===== src/design/fcct_pkg.sv =====
// Package with constants for the four channel counter timer
package fcct_pkg;
	localparam int NUM_CH = 4;
	localparam int CH_W = 2;
	localparam int CNT_W = 8;
	localparam int PRE_W = 8;
	// Control word bit positions
	localparam int CW_IS_CTRL = 0;
	localparam int CW_SW_RESET = 1;
	localparam int CW_TC_FOLLOWS = 2;
	localparam int CW_EXT_TRIG = 3;
	localparam int CW_RISE_EDGE = 4;
	localparam int CW_DIV256 = 5;
	localparam int CW_COUNTER = 6;
	localparam int CW_INT_EN = 7;
	localparam logic [7:0] CTRL_RST = 8'h00;
	localparam logic [4:0] VEC_RST = 5'h00;
	localparam logic [7:0] CNT_RST = 8'h00;
	// Prescale terminal counts (divide minus one)
	localparam logic [PRE_W-1:0] PRE_LAST_16 = 8'h0f;
	localparam logic [PRE_W-1:0] PRE_LAST_256 = 8'hff;
	localparam logic [CNT_W-1:0] CNT_ONE = 8'h01;
	localparam logic [CNT_W-1:0] CNT_ZERO = 8'h00;
	// Bus machine-cycle states
	typedef enum logic [1:0] {BUS_IDLE, BUS_T2, BUS_T3, BUS_WAIT_END} fcct_bus_t;
	// Channel run states
	typedef enum logic [1:0] {CH_IDLE, CH_ARMED, CH_START, CH_RUN} fcct_run_t;
endpackage


===== src/design/fcct_channel.sv =====
// One counter timer channel: control, reload constant, prescaler and down-counter
`timescale 1ns/1ps
`default_nettype none
module fcct_channel
	import fcct_pkg::*;
(
	input wire logic clk,
	input wire logic rst_b,
	input wire logic wr_stb,
	input wire logic [7:0] wr_data,
	input wire logic trig_sync,
	output logic [CNT_W-1:0] count,
	output logic zero_evt,
	output logic int_en
);
	logic [7:0] ctrl_q;
	logic [CNT_W-1:0] tc_q;
	logic [CNT_W-1:0] cnt_q;
	logic [PRE_W-1:0] pre_q;
	logic tc_next_q;
	logic have_tc_q;
	logic trig_prev_q;
	fcct_run_t run_q;
	logic is_ctrl;
	logic edge_chg;
	logic trig_edge;
	logic act_edge;
	logic pre_tick;
	logic dec;
	logic tc_wr;

	assign is_ctrl = wr_stb && !tc_next_q && wr_data[CW_IS_CTRL];
	assign tc_wr = wr_stb && tc_next_q;
	// Slope change on a running or pending channel counts as an edge
	assign edge_chg = is_ctrl && (wr_data[CW_RISE_EDGE] != ctrl_q[CW_RISE_EDGE]) && run_q != CH_IDLE;
	assign trig_edge = ctrl_q[CW_RISE_EDGE] ? (trig_sync && !trig_prev_q) : (!trig_sync && trig_prev_q);
	assign act_edge = trig_edge || edge_chg;
	assign pre_tick = pre_q == (ctrl_q[CW_DIV256] ? PRE_LAST_256 : PRE_LAST_16);
	assign dec = run_q == CH_RUN && (ctrl_q[CW_COUNTER] ? act_edge : pre_tick);
	assign count = cnt_q;
	assign int_en = ctrl_q[CW_INT_EN];

	always_ff @(posedge clk) begin
		if (!rst_b) begin
			trig_prev_q <= 1'b0;
		end else begin
			trig_prev_q <= trig_sync;
		end
	end

	// Control register and constant sequencing
	always_ff @(posedge clk) begin
		if (!rst_b) begin
			ctrl_q <= CTRL_RST;
			tc_next_q <= 1'b0;
			tc_q <= CNT_RST;
			have_tc_q <= 1'b0;
		end else if (is_ctrl) begin
			ctrl_q <= wr_data;
			tc_next_q <= wr_data[CW_TC_FOLLOWS];
		end else if (tc_wr) begin
			tc_q <= wr_data;
			tc_next_q <= 1'b0;
			have_tc_q <= 1'b1;
		end
	end

	// Run state
	always_ff @(posedge clk) begin
		if (!rst_b) begin
			run_q <= CH_IDLE;
		end else if (is_ctrl && wr_data[CW_SW_RESET]) begin
			run_q <= CH_IDLE;
		end else if (tc_wr && run_q == CH_IDLE) begin
			// Counter mode runs at once; in timer mode external trigger waits for an edge, otherwise one clock of setup
			if (!wr_data[CW_IS_CTRL] && ctrl_q[CW_COUNTER]) begin
				run_q <= CH_RUN;
			end else if (ctrl_q[CW_COUNTER]) begin
				run_q <= CH_RUN;
			end else if (ctrl_q[CW_EXT_TRIG]) begin
				run_q <= CH_ARMED;
			end else begin
				run_q <= CH_START;
			end
		end else begin
			case (run_q)
				CH_ARMED: begin
					if (act_edge) begin
						run_q <= CH_RUN;
					end
				end
				CH_START: begin
					run_q <= CH_RUN;
				end
				default: begin
					run_q <= run_q;
				end
			endcase
		end
	end

	// Prescaler only runs in timer mode once started
	always_ff @(posedge clk) begin
		if (!rst_b) begin
			pre_q <= '0;
		end else if (run_q != CH_RUN || ctrl_q[CW_COUNTER] || pre_tick) begin
			pre_q <= '0;
		end else begin
			pre_q <= pre_q + 8'h01;
		end
	end

	// Down-counter, reloads with no lost cycle
	always_ff @(posedge clk) begin
		if (!rst_b) begin
			cnt_q <= CNT_RST;
			zero_evt <= 1'b0;
		end else begin
			zero_evt <= 1'b0;
			if (tc_wr && run_q == CH_IDLE) begin
				cnt_q <= wr_data;
			end else if (dec) begin
				if (cnt_q == CNT_ONE) begin
					cnt_q <= tc_q;
					zero_evt <= 1'b1;
				end else begin
					cnt_q <= cnt_q - CNT_ONE;
				end
			end
		end
	end
endmodule
`default_nettype wire


===== src/design/fcct_top.sv =====
// Four channel counter timer with host I/O port and vectored interrupt
`timescale 1ns/1ps
`default_nettype none
module fcct_top
	import fcct_pkg::*;
(
	input wire logic CLK,
	input wire logic RST_B,
	input wire logic CE_N,
	input wire logic RD_N,
	input wire logic IO_REQUEST_N,
	input wire logic MACHINE_CYCLE_ONE_N,
	input wire logic [fcct_pkg::CH_W-1:0] CS,
	input wire logic [7:0] D_IN,
	output logic [7:0] D_OUT,
	output logic D_OE_N,
	input wire logic [fcct_pkg::NUM_CH-1:0] COUNT_TRIGGER_INPUT,
	output logic [2:0] ZERO_COUNT_PULSE,
	output logic INT_OUT,
	output logic INT_OE_N,
	input wire logic PRIORITY_IN,
	output logic PRIORITY_OUT
);
	import fcct_pkg::*;

	logic [CH_W-1:0] cs_s1_q, cs_s2_q;
	logic [7:0] d_s1_q, d_s2_q;
	logic ce_s1_q, ce_s2_q, rd_s1_q, rd_s2_q, io_request_n_s1_q, io_request_n_s2_q, m1_s1_q, m1_s2_q, iei_s1_q, iei_s2_q;
	logic [NUM_CH-1:0] trg_s1_q, trg_s2_q;
	fcct_bus_t bus_q;
	logic [4:0] vec_q;
	logic [NUM_CH-1:0] pend_q;
	logic [NUM_CH-1:0] serv_q;
	logic [NUM_CH-1:0] wr_stb;
	logic [NUM_CH-1:0] zero_evt;
	logic [NUM_CH-1:0] int_en;
	logic [CNT_W-1:0] count [NUM_CH];
	logic io_cycle, ack_cycle, wr_take;
	logic ack_q, ack_first;
	logic ch0_tc_q;
	logic [CH_W-1:0] win_ch;
	logic any_pend;

	// Lowest numbered set bit wins
	function automatic logic [CH_W-1:0] prio_enc(input logic [NUM_CH-1:0] req);
		logic [CH_W-1:0] r;
		r = '0;
		for (int i = NUM_CH - 1; i >= 0; i--) begin
			if (req[i]) begin
				r = CH_W'(i);
			end
		end
		return r;
	endfunction

	// Bus pins are asynchronous to this clock
	always_ff @(posedge CLK) begin
		if (!RST_B) begin
			cs_s1_q <= '0;
			cs_s2_q <= '0;
			d_s1_q <= '0;
			d_s2_q <= '0;
			ce_s1_q <= 1'b1;
			ce_s2_q <= 1'b1;
			rd_s1_q <= 1'b1;
			rd_s2_q <= 1'b1;
			io_request_n_s1_q <= 1'b1;
			io_request_n_s2_q <= 1'b1;
			m1_s1_q <= 1'b1;
			m1_s2_q <= 1'b1;
		end else begin
			cs_s1_q <= CS;
			cs_s2_q <= cs_s1_q;
			d_s1_q <= D_IN;
			d_s2_q <= d_s1_q;
			ce_s1_q <= CE_N;
			ce_s2_q <= ce_s1_q;
			rd_s1_q <= RD_N;
			rd_s2_q <= rd_s1_q;
			io_request_n_s1_q <= IO_REQUEST_N;
			io_request_n_s2_q <= io_request_n_s1_q;
			m1_s1_q <= MACHINE_CYCLE_ONE_N;
			m1_s2_q <= m1_s1_q;
		end
	end

	// Priority chain keeps running in reset so the output can follow it
	always_ff @(posedge CLK) begin
		iei_s1_q <= PRIORITY_IN;
		iei_s2_q <= iei_s1_q;
	end

	// Acknowledge is taken once, on its first synchronised cycle
	always_ff @(posedge CLK) begin
		if (!RST_B) begin
			ack_q <= 1'b0;
		end else begin
			ack_q <= ack_cycle;
		end
	end

	always_ff @(posedge CLK) begin
		if (!RST_B) begin
			trg_s1_q <= '0;
			trg_s2_q <= '0;
		end else begin
			trg_s1_q <= COUNT_TRIGGER_INPUT;
			trg_s2_q <= trg_s1_q;
		end
	end

	assign io_cycle = !ce_s2_q && !io_request_n_s2_q && m1_s2_q;
	assign ack_cycle = !m1_s2_q && !io_request_n_s2_q;
	assign ack_first = ack_cycle && !ack_q;
	assign any_pend = |pend_q;
	assign win_ch = prio_enc(pend_q);

	// Write strobe once per cycle, two clocks after the request is seen
	always_ff @(posedge CLK) begin
		if (!RST_B) begin
			bus_q <= BUS_IDLE;
		end else begin
			case (bus_q)
				BUS_IDLE: begin
					if (io_cycle && rd_s2_q) begin
						bus_q <= BUS_T2;
					end else if (io_cycle) begin
						bus_q <= BUS_WAIT_END;
					end
				end
				BUS_T2: begin
					bus_q <= BUS_T3;
				end
				BUS_T3: begin
					bus_q <= BUS_WAIT_END;
				end
				BUS_WAIT_END: begin
					if (!io_cycle) begin
						bus_q <= BUS_IDLE;
					end
				end
				default: begin
					bus_q <= BUS_IDLE;
				end
			endcase
		end
	end

	assign wr_take = bus_q == BUS_T3;

	generate
		for (genvar c = 0; c < NUM_CH; c++) begin : g_ch
			// Vector bytes never reach a channel
			assign wr_stb[c] = wr_take && cs_s2_q == CH_W'(c) &&
				!(c == 0 && !d_s2_q[CW_IS_CTRL] && !ch0_tc_q);
			fcct_channel u_ch (
				.clk(CLK),
				.rst_b(RST_B),
				.wr_stb(wr_stb[c]),
				.wr_data(d_s2_q),
				.trig_sync(trg_s2_q[c]),
				.count(count[c]),
				.zero_evt(zero_evt[c]),
				.int_en(int_en[c])
			);
		end
	endgenerate

	// Vector only when channel 0 is not expecting a constant
	always_ff @(posedge CLK) begin
		if (!RST_B) begin
			ch0_tc_q <= 1'b0;
		end else if (wr_take && cs_s2_q == '0) begin
			ch0_tc_q <= !ch0_tc_q && d_s2_q[CW_IS_CTRL] && d_s2_q[CW_TC_FOLLOWS];
		end
	end

	always_ff @(posedge CLK) begin
		if (!RST_B) begin
			vec_q <= VEC_RST;
		end else if (wr_take && cs_s2_q == '0 && !ch0_tc_q && !d_s2_q[CW_IS_CTRL]) begin
			vec_q <= d_s2_q[7:3];
		end
	end

	// Pending requests; a new zero count wins over acknowledge clearing
	always_ff @(posedge CLK) begin
		if (!RST_B) begin
			pend_q <= '0;
			serv_q <= '0;
		end else begin
			for (int i = 0; i < NUM_CH; i++) begin
				if (zero_evt[i] && int_en[i]) begin
					pend_q[i] <= 1'b1;
				end else if (!int_en[i] || (ack_first && iei_s2_q && any_pend && win_ch == CH_W'(i))) begin
					pend_q[i] <= 1'b0;
				end
			end
			if (ack_first && iei_s2_q && any_pend) begin
				serv_q[win_ch] <= 1'b1;
			end else if (!iei_s2_q) begin
				serv_q <= '0;
			end
		end
	end

	// Data bus: read count, or vector on acknowledge
	always_ff @(posedge CLK) begin
		if (!RST_B) begin
			D_OUT <= 8'h00;
			D_OE_N <= 1'b1;
		end else if (io_cycle && !rd_s2_q) begin
			D_OUT <= count[cs_s2_q];
			D_OE_N <= 1'b0;
		end else if (ack_first && iei_s2_q && any_pend) begin
			D_OUT <= {vec_q, win_ch, 1'b0};
			D_OE_N <= 1'b0;
		end else if (!ack_cycle) begin
			D_OUT <= 8'h00;
			D_OE_N <= 1'b1;
		end
	end

	// Outputs registered; channel 3 has no pin
	always_ff @(posedge CLK) begin
		if (!RST_B) begin
			ZERO_COUNT_PULSE <= '0;
			INT_OE_N <= 1'b1;
			PRIORITY_OUT <= iei_s2_q;
		end else begin
			ZERO_COUNT_PULSE <= zero_evt[2:0];
			INT_OE_N <= !any_pend;
			PRIORITY_OUT <= iei_s2_q && !(|serv_q) && !any_pend;
		end
	end

	always_ff @(posedge CLK) begin
		INT_OUT <= 1'b0;
	end
endmodule
`default_nettype wire


===== config.mk =====
export PLATFORM = sky130hd
export DESIGN_NAME = fcct_top
export DESIGN_NICKNAME = d
export VERILOG_FILES = /design/src/design/fcct_pkg.sv /design/src/design/fcct_channel.sv /design/src/design/fcct_top.sv
export SDC_FILE = /design/constraint.sdc
export NUM_CORES = 1
export LEC_CHECK = 0
export BUFFER_PORTS_ARGS = -buffer_cell sky130_fd_sc_hd__buf_2
export CORE_ASPECT_RATIO = 1.75
export CORE_MARGIN = 3
export CORE_UTILIZATION = 55
export DETAILED_ROUTE_END_ITERATION = 8
export PLACE_DENSITY = 0.72
export SLEW_MARGIN = 20
export SYNTH_ARGS = -nofsm -noshare
export SYNTH_HDL_FRONTEND = slang
export SYNTH_SLANG_ARGS = --single-unit

===== constraint.sdc =====
create_clock -name CLK -period 5.3 [get_ports CLK]
set_clock_uncertainty 0.05 [all_clocks]
set_input_delay 0.53 -clock CLK [delete_from_list [all_inputs] [get_ports CLK]]
set_output_delay 0.53 -clock CLK [all_outputs]
set_load 0.005 [all_outputs]

==> metrics.md <==
| Metric | Value |
|---|---|
| Outcome | `completed` |
| Period minus WS final | `2.95 ns` |
| Largest net degree at the start of global routing | `87` |
| Post-CTS Resized | `0` |
| Syn. warnings | `0` |
| DRT antenna net count | `0` |
| Crit-path leading delay family | `simple AND/OR/NAND/NOR gates` |
| Slowest cell delay on critical path | `0.79 ns` |
| Count of final setup violators | `0` |
| Worst-path cell chain | `nand3b_1 -> nor2_1 -> nand2_1 -> o21ai_2 -> o221ai_1 -> a21oi_1` |
| Synth Net Count | `1105` |
| Hold Vio Cnt, Final | `0` |
| Post-route cell area | `10100 sq um` |
| Sw Share | `0.241` |
| Slew margin rel. | `0.377` |
| HPWL after DPL | `14.8 mm` |
| Leak Pwr | `3.76 nW` |
| Clock share of power | `0.427` |
| R2R Path End | `g_ch[2].u_ch.count[1]` |
| Power share of the combinational group | `0.102` |
| Num rows | `61` |
| CP Launch Point | `cs_s2_q[1]` |
| CTS tree | `yes` |
| Post-CTS setup buffer count | `0` |
| All-Layer GR Usage | `0.244` |
| Top FF cell, synth | `dfxtp_1` |
| P_int | `2.67 mW` |
| Power Density | `349 nW/um^2` |
| Number of global-route vias before repair | `7278` |
| Fraction of registers with async set or reset after synthesis | `0` |
| Max Fanout on Critical Path | `15` |
| Ant diodes | `0` |
| Clock sinks | `205` |
| Fin crit share | `0.557` |
| RSZ-0062 raised after global routing | `false` |
| Critical Path AT | `3.32 ns` |
| Die H | `176 microns` |
| Die Wd | `103 microns` |
| Slowest cell on the critical path | `dfxtp_1` |
| FMAX | `339 MHz` |
| DR WL/cell | `16.5 microns` |
| Drt first pass iters | `5` |
| Drt total wl | `21.5 mm` |
| Cts hold-fix bufs | `0` |
| DRC | `0` |
| Layout cells sized above 1 | `0.0835` |
| # port buffers | `34` |
| Sequential power share | `0.471` |
| Top cells by area, synth | `dfxtp_1 45%, nor2_1 5.4%, nand2_1 4.7%, a21oi_1 4.2%, ha_1 3.8%` |
| Post-synth top area cell | `dfxtp_1` |
| Via-to-Cell Ratio | `5.74` |
| CTS root buf | `clkbuf_16` |
| DP Area | `9380 sq um` |
| Synth Instances | `1056` |
| Vias | `7453` |
| Max Slew Vio Count | `0` |
| Initial antenna violation count | `0` |
| Setup TNS | `0 ns` |
| IO Count | `36` |
| Nets | `1115` |
| CTS Buf Count | `20` |
| Synth Cell Area | `9110 sq um` |
| Syn Area/Cell | `8.63 sq um` |
| GP Congestion | `0.903` |
| Crit path capture type | `flop` |
| Global-route wire length before repair | `35.6 mm` |
| Worst IR Drop VDD | `0.000284 V` |
| Yosys reg bits | `205` |
| CTS H-tree depth | `1` |
| Core ar. | `16100 sq um` |
| Post-synth EDFFs | `0` |
| WS Path Type | `flop to flop` |
| Distinct cells, synth | `70` |
| Worst-case clock buffer depth | `3` |
| CP Depth | `6` |
| R2R setup slack | `2.35 ns` |
| DRT iter0 DRCs | `356` |
| Worst path buffer plus inverter count | `0` |
| Yosys top cell area share | `0.450` |
| Fill cells | `1427` |
| Sw Pwr | `0.850 mW` |
| Layout area overhead | `10.7%` |
| Crit path required time | `5.67 ns` |
| Total gr overflow | `0` |
| Clock Latency Late Sink | `0.49 ns` |
| Sequential fraction of the synthesis area | `0.450` |
| Crit path to | `g_ch[2].u_ch.count[1]` |
| HP Class | `input port to flop` |
| Worst slew pin tran | `0.934 ns` |
| Worst-path clk slew | `0.06 ns` |
| Die Area | `18200 sq um` |
| Worst r2r path cells | `6` |
| Max_cap viols | `0` |
| Worst r2r src | `cs_s2_q[1]` |
| CP Launch Type | `flop` |
| Effective utilization at floorplan | `0.566` |
cell usage after synthesis (4+ instances only):
| library cell | count |
|---|---|
| and2_1 | 39 |
| nor3b_1 | 5 |
| nand4_1 | 5 |
| a211oi_1 | 22 |
| a31oi_1 | 16 |
| and3_1 | 11 |
| o22ai_1 | 8 |
| mux4_2 | 8 |
| o221ai_1 | 7 |
| inv_1 | 46 |
| mux2i_1 | 32 |
| clkbuf_1 | 41 |
| xnor2_1 | 23 |
| a21oi_1 | 76 |
| nand3_1 | 21 |
| xor2_1 | 13 |
| dfxtp_1 | 205 |
| nor2b_1 | 13 |
| nand2b_1 | 16 |
| nor2_1 | 130 |
| nor4b_1 | 4 |
| nand2_1 | 114 |
| nor4_1 | 10 |
| a221oi_1 | 8 |
| ha_1 | 28 |
| o21ai_0 | 63 |
| nor3_1 | 19 |
| nand3b_1 | 8 |
| or4_1 | 4 |
per-layer routing:
metal | up-vias | GRT usage | share of wire | wire length [microns]
met5 | - | 0 | 0 | 0
met1 | 3533 | 0.290 | 0.40 | 8520
met4 | 0 | 0.104 | 0.041 | 891
met2 | 164 | 0.433 | 0.52 | 11200
li1 | 3704 | - | - | -
met3 | 52 | 0.0281 | 0.039 | 840
how the worst min path moves through the flow:
stage,from,to,slack (ns),depth (start not counted)
after CTS,PRIORITY_IN,iei_s1_q,0.08,1
after floorplan,iei_s1_q,iei_s2_q,0.26,0
final,PRIORITY_IN,iei_s1_q,0.09,1
after global routing,PRIORITY_IN,iei_s1_q,0.07,1
after global placement,iei_s1_q,iei_s2_q,0.26,0
after detailed placement,iei_s1_q,iei_s2_q,0.29,0
cell families after synthesis:
group,Yosys count,share of synthesized area
buf+inv,95,0.0405
flops,205,0.450
xor+xnor,36,0.0346
mux,42,0.0574
compound gates,230,0.153
simple gates,419,0.225
fa+ha+maj,28,0.0385
other cells,1,0.000412
placed cells by master, fill, tap and decap left out, types with 4 or more instances in the layout:
cell type  synthesis  routed
a211oi_1          22      22
nand3b_1           8       8
nand4_1            5       5
o221ai_1           7       7
nor2b_1           13      13
nand3_1           21      21
nand2b_1          16      16
and2_1            39      39
ha_1              28      28
nand2_1          114     114
buf_2              3      34
a31oi_1           16      16
and3_1            11      11
clkbuf_8           0       4
clkbuf_16          0      21
nor4b_1            4       4
mux4_2             8       8
o21ai_0           63      63
xnor2_1           23      23
mux2i_1           32      32
nor4_1            10      10
nor3_1            19      19
or4_1              4       4
o22ai_1            8       8
nor2_1           130     130
dfxtp_1          205     205
a21oi_1           76      76
inv_1             46      45
xor2_1            13      13
a221oi_1           8       8
nor3b_1            5       5
state kept, by name, summed over array words and instances, names as in the netlist, 2 cells and up:
signal / flops
ZERO_COUNT_PULSE: 3
cs_s2_q: 2
d_s1_q: 8
d_s2_q: 8
g_ch.u_ch.tc_q: 32
g_ch.u_ch.run_q: 8
g_ch.u_ch.zero_evt: 4
g_ch.u_ch.tc_next_q: 4
pend_q: 4
g_ch.u_ch.pre_q: 32
D_OUT: 8
bus_q: 2
g_ch.u_ch.trig_prev_q: 4
g_ch.u_ch.count: 32
cs_s1_q: 2
trg_s2_q: 4
vec_q: 5
serv_q: 4
trg_s1_q: 4
g_ch.u_ch.ctrl_q: 20
power groups by stage:
stage / clock network (mW) / logic, mW / registers (mW)
6_report: 1.50 / 0.358 / 1.66
5_1_grt: 1.59 / 0.414 / 1.66
4_1_cts: 1.53 / 0.358 / 1.66
3_5_place_dp: 0 / 0.355 / 1.69
3_3_place_gp: 0 / 0.347 / 1.69
2_1_floorplan: 0 / 0.290 / 1.67
cell type report:
| class | count | area, sq um | share of cell area |
|---|---|---|---|
| clock inverters | 6 | 108 | 0.0107 |
| repair buffers | 37 | 193 | 0.0191 |
| flip-flops and latches | 205 | 4100 | 0.407 |
| multi-input cells | 756 | 4640 | 0.460 |
| well taps | 220 | 275 | 0.0273 |
| inverters | 46 | 173 | 0.0171 |
| clock buffers | 28 | 592 | 0.0587 |
stage by stage:
stage	cells	setup slack, ns	hold slack (ns)	power, mW	util
floorplan	1056	3.08	0.260	1.96	-
global placement	1264	2.57	0.261	2.04	0.583
detailed placement	1264	2.35	0.288	2.05	0.583
CTS	1298	2.33	0.0774	3.54	0.626
global route	1298	1.95	0.0747	3.67	0.626
finish	1298	2.35	0.0900	3.52	0.626
(Power assumes the default switching activity.)
